==> src/design/tsovd_pkg.sv <==
/*
  Package for the three-stage overvoltage detector: register map, field
  layouts, reset values and timing constants.
  Assumes a 125 MHz system clock and a 32-bit APB register bus.
*/
package tsovd_pkg;

  // ==========================================================================
  // Clock and timing
  localparam int unsigned CLK_HZ           = 125_000_000;
  localparam int unsigned FORCE_TIMEOUT_S  = 300;
  localparam longint unsigned FORCE_TIMEOUT_CYC = longint'(FORCE_TIMEOUT_S) * CLK_HZ;

  // ==========================================================================
  // Widths
  localparam int unsigned VOLT_W  = 16;
  localparam int unsigned TIME_W  = 32;
  localparam int unsigned CNT_W   = 16;
  localparam int unsigned NSTAGE  = 3;
  localparam int unsigned NGROUP  = 4;

  // ==========================================================================
  // Register byte offsets
  localparam logic [11:0] CTRL_OFS      = 12'h000;
  localparam logic [11:0] STATUS_OFS    = 12'h004;
  localparam logic [11:0] IRQ_STAT_OFS  = 12'h008;
  localparam logic [11:0] IRQ_MASK_OFS  = 12'h00C;
  localparam logic [11:0] UMAX_OFS      = 12'h010;
  localparam logic [11:0] HYST_OFS      = 12'h014;
  localparam logic [11:0] RELDLY_OFS    = 12'h018;
  localparam logic [11:0] CNT_BASE_OFS  = 12'h020;
  localparam logic [11:0] SET_BASE_OFS  = 12'h100;
  // Settings: base + stage*0x40 + group*0x10 + {0:pick-up, 4:operate delay}
  localparam logic [11:0] SET_STAGE_STRIDE = 12'h040;
  localparam logic [11:0] SET_GROUP_STRIDE = 12'h010;

  // ==========================================================================
  // Field positions and reset values
  localparam int unsigned CTRL_GRP_LSB    = 0;
  localparam int unsigned CTRL_GRPSRC_BIT = 2;
  localparam int unsigned CTRL_FORCE_BIT  = 3;
  localparam int unsigned CTRL_FSTART_LSB = 4;
  localparam int unsigned CTRL_FTRIP_LSB  = 8;
  localparam logic [31:0] CTRL_RST        = 32'h0000_0000;
  // Hysteresis in units of 1/1024 of the pick-up; 31/1024 is about 3 %
  localparam logic [9:0]  HYST_RST        = 10'h01F;
  localparam int unsigned HYST_FRAC_W     = 10;
  localparam logic [VOLT_W-1:0] PICKUP_RST = 16'hFFFF;
  localparam logic [TIME_W-1:0] DELAY_RST  = 32'h0000_0064;
  localparam logic [TIME_W-1:0] RELDLY_RST = 32'h0000_0000;

endpackage

==> src/design/tsovd_top.sv <==
/*
  Three-stage definite-time overvoltage detector with APB register slave.
  Assumes line-to-line fundamental magnitudes synchronous to sys_clk,
  an APB master on the same clock, and settings loaded by software.
*/
`timescale 1ns/1ps
`default_nettype none
module tsovd_top #(
  parameter longint unsigned FORCE_TIMEOUT = tsovd_pkg::FORCE_TIMEOUT_CYC
) (
  input  wire logic                          sys_clk,
  input  wire logic                          rst,
  input  wire logic [tsovd_pkg::VOLT_W-1:0]  u12_fund,
  input  wire logic [tsovd_pkg::VOLT_W-1:0]  u23_fund,
  input  wire logic [tsovd_pkg::VOLT_W-1:0]  u31_fund,
  input  wire logic [1:0]                    group_select_in,
  input  wire logic                          psel,
  input  wire logic                          penable,
  input  wire logic                          pwrite,
  input  wire logic [11:0]                   paddr,
  input  wire logic [31:0]                   pwdata,
  output logic      [31:0]                   prdata,
  output logic                               pready,
  output logic                               pslverr,
  output logic      [2:0]                    start_out,
  output logic      [2:0]                    trip_out,
  output logic                               irq
);
  import tsovd_pkg::*;

  // A zero timeout would leave the force flag stuck on
  if (FORCE_TIMEOUT == 0) begin : g_bad_timeout
    $error("FORCE_TIMEOUT must be nonzero");
  end

  // ==========================================================================
  // Supervised value
  logic [VOLT_W-1:0] umax;
  always_comb begin
    umax = u12_fund;
    if (u23_fund > umax) umax = u23_fund;
    if (u31_fund > umax) umax = u31_fund;
  end

  // ==========================================================================
  // Setting registers
  logic [VOLT_W-1:0] pickup_reg [NSTAGE][NGROUP];
  logic [TIME_W-1:0] delay_reg  [NSTAGE][NGROUP];
  logic [VOLT_W-1:0] pickup_next [NSTAGE][NGROUP];
  logic [TIME_W-1:0] delay_next  [NSTAGE][NGROUP];
  logic [31:0]       ctrl_reg, ctrl_next;
  logic [9:0]        hyst_reg, hyst_next;
  logic [TIME_W-1:0] reldly_reg, reldly_next;
  logic [5:0]        irq_mask_reg, irq_mask_next;
  logic [5:0]        irq_stat_reg, irq_stat_next;
  logic [CNT_W-1:0]  scnt_reg [NSTAGE];
  logic [CNT_W-1:0]  tcnt_reg [NSTAGE];
  logic [CNT_W-1:0]  scnt_next [NSTAGE];
  logic [CNT_W-1:0]  tcnt_next [NSTAGE];
  logic [63:0]       force_cnt_reg, force_cnt_next;

  logic        wr_en;
  logic        rd_en;
  logic        rd_setup;
  logic [1:0]  grp;
  logic        force_on;
  logic [2:0]  start_raw;
  logic [2:0]  trip_raw;
  logic [2:0]  start_eff;
  logic [2:0]  trip_eff;
  logic [2:0]  start_prev_reg;
  logic [2:0]  trip_prev_reg;

  assign wr_en    = psel && penable && pwrite;
  assign rd_en    = psel && penable && !pwrite;
  assign rd_setup = psel && !penable && !pwrite;
  assign pready   = 1'b1;
  assign force_on = ctrl_reg[CTRL_FORCE_BIT];
  // Active group comes from the input pin or from software
  assign grp = ctrl_reg[CTRL_GRPSRC_BIT] ? group_select_in
                                         : ctrl_reg[CTRL_GRP_LSB +: 2];

  // ==========================================================================
  // Stages
  logic [VOLT_W-1:0] hyst_lvl [NSTAGE];
  logic [TIME_W-1:0] op_tmr_reg [NSTAGE];
  logic [TIME_W-1:0] op_tmr_next [NSTAGE];
  logic [TIME_W-1:0] rel_tmr_reg, rel_tmr_next;
  logic [2:0]        pick_reg, pick_next;
  logic [2:0]        trip_reg, trip_next;

  genvar s;
  generate
    for (s = 0; s < NSTAGE; s++) begin : g_stage
      logic [VOLT_W+HYST_FRAC_W-1:0] prod;
      always_comb begin
        prod = pickup_reg[s][grp] * hyst_reg;
        hyst_lvl[s] = pickup_reg[s][grp] - prod[VOLT_W+HYST_FRAC_W-1:HYST_FRAC_W];
      end

      always_comb begin
        logic fault;
        fault = pick_reg[s] ? (umax >= hyst_lvl[s])
                            : (umax > pickup_reg[s][grp]);
        pick_next[s]   = pick_reg[s];
        trip_next[s]   = trip_reg[s];
        op_tmr_next[s] = op_tmr_reg[s];
        if (fault) begin
          pick_next[s] = 1'b1;
          if (op_tmr_reg[s] >= delay_reg[s][grp]) begin
            trip_next[s] = 1'b1;
          end else begin
            op_tmr_next[s] = op_tmr_reg[s] + 1'b1;
          end
        end else if (s != 0 || rel_tmr_reg >= reldly_reg) begin
          pick_next[s]   = 1'b0;
          trip_next[s]   = 1'b0;
          op_tmr_next[s] = '0;
        end else begin
          pick_next[s] = 1'b0;
          trip_next[s] = 1'b0;
        end
      end

      always_ff @(posedge sys_clk) begin
        if (rst) begin
          op_tmr_reg[s] <= '0;
          pick_reg[s]   <= 1'b0;
          trip_reg[s]   <= 1'b0;
        end else begin
          op_tmr_reg[s] <= op_tmr_next[s];
          pick_reg[s]   <= pick_next[s];
          trip_reg[s]   <= trip_next[s];
        end
      end
    end
  endgenerate

  // Low stage release timer runs while its timer is held without a fault
  always_comb begin
    rel_tmr_next = '0;
    if (!pick_next[0] && op_tmr_reg[0] != '0 && rel_tmr_reg < reldly_reg) begin
      rel_tmr_next = rel_tmr_reg + 1'b1;
    end
  end

  // Force flag allows software to override the outputs for testing
  always_comb begin
    start_raw = pick_reg;
    trip_raw  = trip_reg;
    start_eff = force_on ? ctrl_reg[CTRL_FSTART_LSB +: 3] : start_raw;
    trip_eff  = force_on ? ctrl_reg[CTRL_FTRIP_LSB +: 3]  : trip_raw;
  end

  // ==========================================================================
  // Counters, interrupts and registers
  logic [31:0] rdata_next;
  logic [11:0] sofs;
  logic [1:0]  sidx;
  logic [1:0]  gidx;
  logic        set_hit;

  always_comb begin
    sofs = paddr - SET_BASE_OFS;
    sidx = sofs[7:6];
    gidx = sofs[5:4];
    // Window ends after the last stage so higher offsets cannot alias stage 0
    set_hit = paddr >= SET_BASE_OFS && sofs[11:8] == 4'h0 && sidx < 2'(NSTAGE)
              && paddr[3] == 1'b0;
  end

  always_comb begin
    ctrl_next     = ctrl_reg;
    hyst_next     = hyst_reg;
    reldly_next   = reldly_reg;
    irq_mask_next = irq_mask_reg;
    irq_stat_next = irq_stat_reg;
    pickup_next   = pickup_reg;
    delay_next    = delay_reg;
    scnt_next     = scnt_reg;
    tcnt_next     = tcnt_reg;
    force_cnt_next = force_on ? force_cnt_reg + 64'h1 : 64'h0;
    rdata_next    = 32'h0000_0000;
    pslverr       = 1'b0;
    // Read word is captured in the setup cycle so it stands in the access cycle
    if (psel && !pwrite) begin
      unique case (paddr)
        CTRL_OFS:     rdata_next = ctrl_reg;
        STATUS_OFS:   rdata_next = {26'h0, trip_eff, start_eff};
        IRQ_STAT_OFS: begin
          rdata_next    = {26'h0, irq_stat_reg};
          // Clear only what the captured word reported; later events survive
          if (rd_en) irq_stat_next = irq_stat_reg & ~prdata[5:0];
        end
        IRQ_MASK_OFS: rdata_next = {26'h0, irq_mask_reg};
        UMAX_OFS:     rdata_next = {16'h0, umax};
        HYST_OFS:     rdata_next = {22'h0, hyst_reg};
        RELDLY_OFS:   rdata_next = reldly_reg;
        CNT_BASE_OFS, 12'h024, 12'h028:
          rdata_next = {tcnt_reg[paddr[3:2]], scnt_reg[paddr[3:2]]};
        default: begin
          if (set_hit) begin
            rdata_next = paddr[2] ? delay_reg[sidx][gidx]
                                  : {16'h0, pickup_reg[sidx][gidx]};
          end else begin
            pslverr = rd_en;
          end
        end
      endcase
    end
    if (wr_en) begin
      unique case (paddr)
        CTRL_OFS:     ctrl_next = pwdata;
        IRQ_MASK_OFS: irq_mask_next = pwdata[5:0];
        HYST_OFS:     hyst_next = pwdata[9:0];
        RELDLY_OFS:   reldly_next = pwdata;
        CNT_BASE_OFS, 12'h024, 12'h028: begin
          scnt_next[paddr[3:2]] = '0;
          tcnt_next[paddr[3:2]] = '0;
        end
        default: begin
          if (set_hit) begin
            if (paddr[2]) delay_next[sidx][gidx] = pwdata;
            else pickup_next[sidx][gidx] = pwdata[VOLT_W-1:0];
          end else begin
            pslverr = 1'b1;
          end
        end
      endcase
    end
    if (force_cnt_reg >= FORCE_TIMEOUT - 1) begin
      ctrl_next[CTRL_FORCE_BIT] = 1'b0;
      force_cnt_next = 64'h0;
    end
    for (int i = 0; i < NSTAGE; i++) begin
      if (start_eff[i] && !start_prev_reg[i]) begin
        scnt_next[i] = scnt_next[i] + 1'b1;
        irq_stat_next[i] = 1'b1;
      end
      if (trip_eff[i] && !trip_prev_reg[i]) begin
        tcnt_next[i] = tcnt_next[i] + 1'b1;
        irq_stat_next[3+i] = 1'b1;
      end
    end
  end

  always_ff @(posedge sys_clk) begin
    if (rst) begin
      ctrl_reg       <= CTRL_RST;
      hyst_reg       <= HYST_RST;
      reldly_reg     <= RELDLY_RST;
      irq_mask_reg   <= 6'h00;
      irq_stat_reg   <= 6'h00;
      force_cnt_reg  <= 64'h0;
      rel_tmr_reg    <= '0;
      start_prev_reg <= 3'h0;
      trip_prev_reg  <= 3'h0;
      prdata         <= 32'h0000_0000;
      start_out      <= 3'h0;
      trip_out       <= 3'h0;
      irq            <= 1'b0;
      for (int i = 0; i < NSTAGE; i++) begin
        scnt_reg[i] <= '0;
        tcnt_reg[i] <= '0;
        for (int g = 0; g < NGROUP; g++) begin
          pickup_reg[i][g] <= PICKUP_RST;
          delay_reg[i][g]  <= DELAY_RST;
        end
      end
    end else begin
      ctrl_reg       <= ctrl_next;
      hyst_reg       <= hyst_next;
      reldly_reg     <= reldly_next;
      irq_mask_reg   <= irq_mask_next;
      irq_stat_reg   <= irq_stat_next;
      force_cnt_reg  <= force_cnt_next;
      rel_tmr_reg    <= rel_tmr_next;
      start_prev_reg <= start_eff;
      trip_prev_reg  <= trip_eff;
      prdata         <= rd_setup ? rdata_next : prdata;
      start_out      <= start_eff;
      trip_out       <= trip_eff;
      irq            <= |(irq_stat_next & irq_mask_next);
      scnt_reg       <= scnt_next;
      tcnt_reg       <= tcnt_next;
      pickup_reg     <= pickup_next;
      delay_reg      <= delay_next;
    end
  end

endmodule
`default_nettype wire

==> config.mk <==
export PLATFORM = sky130hd
export DESIGN_NAME = tsovd_top
export DESIGN_NICKNAME = d
export VERILOG_FILES = /design/src/design/tsovd_pkg.sv /design/src/design/tsovd_top.sv
export SDC_FILE = /design/constraint.sdc
export NUM_CORES = 2
export LEC_CHECK = 0
export BUFFER_PORTS_ARGS = -buffer_cell sky130_fd_sc_hd__buf_2
export CAP_MARGIN = 40
export CORE_MARGIN = 2
export CORE_UTILIZATION = 44
export CTS_BUF_LIST = sky130_fd_sc_hd__clkbuf_16
export CTS_CLUSTER_SIZE = 28
export DETAILED_ROUTE_END_ITERATION = 6
export PLACE_DENSITY_LB_ADDON = 0.1
export SLEW_MARGIN = 5
export SYNTH_ARGS = -nofsm -noshare
export SYNTH_HDL_FRONTEND = slang
export SYNTH_SLANG_ARGS = --single-unit
==> constraint.sdc <==
create_clock -name sys_clk -period 27.3 [get_ports sys_clk]
set_input_delay 5.46 -clock sys_clk [delete_from_list [all_inputs] [get_ports sys_clk]]
set_output_delay 5.46 -clock sys_clk [all_outputs]
set_load 0.02 [all_outputs]
==> summary.txt <==
==================================================================================
Status                                                                finished clean
Sum Neg Setup Slack                                                           0 ns
Worst Setup End Kind                                                          flop
CP Launch Point                                                       group_select_in[0]
Element type at the critical path start                               primary input
Number of instances in the synthesized netlist                               8,585
Gp weighted congestion                                                       0.901
Number of flip-flops in the largest register                                   384
Delay of the slowest critical-path stage                                   0.81 ns
Worst slew margin relative to its limit                                      35.0%
Layer carrying the most global-route usage                                    met2
Transition time of the tightest slew-check pin                            0.960 ns
Critical path class                                                         in2reg
IR Drop Worst-Case VDD                                                   0.0523 mV
Worst path slowest cell                                               sky130_fd_sc_hd__mux4_2
Routed Antenna Nets                                                              0
Overflow after GRT                                                               0
CTS clk-pin slew, worst paths                                              0.06 ns
DRC violation count after routing                                                0
Cell taking the most area after synthesis                             sky130_fd_sc_hd__dfxtp_1
Hold-fix buffer count after cts                                                  0
Boundary pin count                                                             140
Cell types occupying the most area after synthesis                    sky130_fd_sc_hd__dfxtp_1 28%, sky130_fd_sc_hd__fa_1 9.3%, sky130_fd_sc_hd__nand2_1 9.2%
Final core utilization                                                       48.4%
Final setup violation count                                                      0
Number of antenna violations at the first check in global routing               18
CTS-repair resized insts                                                         0
Num CTS Buffers                                                                108
Top_reg_cell synth                                                    sky130_fd_sc_hd__dfxtp_1
Crit path max fanout                                                            37
Setup slack of the most critical reg-to-reg path                          15.04 ns
Synthesized flop and latch total                                               995
Cell repeated most along the worst path                               sky130_fd_sc_hd__fa_1
Proportion of synthesized chip area in sequential cells                      28.1%
Number of gates on the worst path with buffers counted                          39
Count of cell types in the netlist                                              96
Placeable core region                                                  160,000 um2
Hold Crit Start                                                       force_cnt_reg[0]
Maximum level of the CTS H-tree                                                  3
Total count of hold-check failures in the final report                           0
Met2 track utilization from global routing                                   47.7%
Number of maximum-capacitance violations                                         0
Hold Crit Class                                                            reg2reg
Clock skew                                                               0.0735 ns
Count of pins over their slew limit                                              0
Static power due to leakage                                                32.8 nW
Worst Hold Endpoint                                                   force_cnt_reg[0]
Global-route wire length before repair                                  392,000 um
Clock net sink count                                                           995
Share of the synthesized area in the top cell type                           28.1%
Share of async-settable or async-resettable flops after synthesis               0%
CP bufs+invs                                                                     7
Average via count per standard cell                                           5.89
Source-to-sink clock delay at the later pin of the worst-skew pair         0.77 ns
GR met1 Demand/Resource                                                      42.3%
Cell area after technology mapping                                      71,000 um2
DRT Pass-1 Iters                                                                 6
Post-CTS Setup Bufs                                                              0
Final worst path period share                                                60.4%
Number of global-route vias before repair                                   61,300
Standard-cell rows                                                             147
Unrepaired setup endpoints after global routing                                 no
Minimum clock period after layout                                         16.50 ns
Count of flip-flops with a built-in enable after synthesis                       0
Cell family with the largest share of critical-path delay              adder cells
Cell depth of the worst min-delay path                                           1
Number of DRC violations after detailed-routing iteration 0                  5,925
Starting Density                                                             44.2%
Signal arrival time at the worst endpoint                                 17.09 ns
GRT Resource Usage Total                                                     31.3%
Layout Nets                                                                  9,361
DIE AREA                                                               165,000 um2
Clock tree from TritonCTS                                                      yes
Count of vias placed by the detailed router                                 63,000
Startpoint of the most critical register-to-register path              ctrl_reg[2]
Synth warn                                                                       0
Global routing met3 resource utilization                                     6.15%
Pin count of the biggest net entering global routing                           135
Max Buffers Root-to-Sink                                                         3
Achievable Freq                                                           60.6 MHz
Routed length per instance                                                 24.4 um
Worst reg2reg path endpoint                                           op_tmr_reg[1][7]
Signed area change from the synthesized netlist to the final layout          9.33%
Port Buf Inserts                                                               138
Die height                                                                  406 um
DP HPWL                                                                 182,000 um
Number of cells on the worst reg-to-reg path                                    39
Total wirelength of the detailed-routed design                          261,000 um
Total power density per cell area                                      41.9 nW/um2
Share of layout cells above drive strength 1                                 9.35%
Clock root buffer master                                              sky130_fd_sc_hd__clkbuf_16
Horizontal extent of the die                                                406 um
Endpoint required time on the critical path                               27.89 ns
Average instance area after synthesis                                     8.27 um2
==================================================================================
[cell families after synthesis]
family / count (synthesis) / share of synthesized area (%)
other: 2 / 0.0106
flip-flops: 995 / 28.1
AND/OR/NAND/NOR: 3271 / 21.6
XOR/XNOR: 245 / 3.02
AO/OA/AOI/OAI: 1582 / 13.7
multiplexers: 436 / 8.80
adder cells (fa/ha/maj): 823 / 18.0
buffers and inverters: 1231 / 6.75
[metal layers]
metal / share of wire [%] / up-vias
met5: 0.035 / -
met4: 5.6 / 14
met3: 8.8 / 546
met2: 43 / 2671
met1: 42 / 30900
li1: - / 28900
[power by group]
group | switching [mW] | internal, mW | total (mW)
Clock | 0.672 | 0.820 | 1.49
Sequential | 0.00243 | 1.46 | 1.46
Combinational | 0.211 | 0.0913 | 0.303
Total | 0.885 | 2.37 | 3.25
[stage by stage]
stage,hold slack [ns],power (mW),setup slack [ns],cells,instance area [um2]
floorplan,0.413,1.66,12.03,8612,71100
CTS,0.439,3.27,10.90,10700,77600
detailed placement,0.430,1.78,10.15,10500,74000
finish,0.440,3.25,10.80,10700,77600
global route,0.478,3.35,10.10,10700,77600
global placement,0.427,1.78,9.94,10400,73400
[Yosys cell counts (122+ instances only)]
library cell               count
sky130_fd_sc_hd__clkbuf_1    445
sky130_fd_sc_hd__fa_1        330
sky130_fd_sc_hd__xnor2_1     122
sky130_fd_sc_hd__inv_1       639
sky130_fd_sc_hd__xor2_1      123
sky130_fd_sc_hd__ha_1        492
sky130_fd_sc_hd__o21ai_0     229
sky130_fd_sc_hd__nor2_1      406
sky130_fd_sc_hd__nand2_1    1743
sky130_fd_sc_hd__nand3b_1    179
sky130_fd_sc_hd__and2_1      222
sky130_fd_sc_hd__a21oi_1     783
sky130_fd_sc_hd__dfxtp_1     995
sky130_fd_sc_hd__mux4_2      141
sky130_fd_sc_hd__mux2i_1     210
[final cells by class]
type | count | area, um2
diodes | 6 | 15.0
clock buffers | 108 | 2700
flip-flops and latches | 995 | 19900
inverters | 640 | 2400
fillers | 15700 | 82800
clock inverters | 87 | 832
repair buffers | 309 | 2370
multi-input cells | 6386 | 46600
well taps | 2160 | 2700
[cell usage in the layout, fill, tap and decap left out, drive strengths merged, types with 179 or more instances in the layout]
cell type and count:
mux2i 211, nor2 410, ha 492, and2 222, inv 661, nand3b 179, dfxtp 995, a21oi 783
o21ai 243, fa 330, buf 306, nand2 1743
[worst max-delay path by stage]
stage | endpoint
after floorplan | op_tmr_reg[1][0]
after global placement | op_tmr_reg[0][9]
after detailed placement | op_tmr_reg[0][27]
after CTS | op_tmr_reg[0][27]
after global routing | op_tmr_reg[1][7]
final | op_tmr_reg[1][7]
Note: power is estimated with default switching activity, not from simulation.
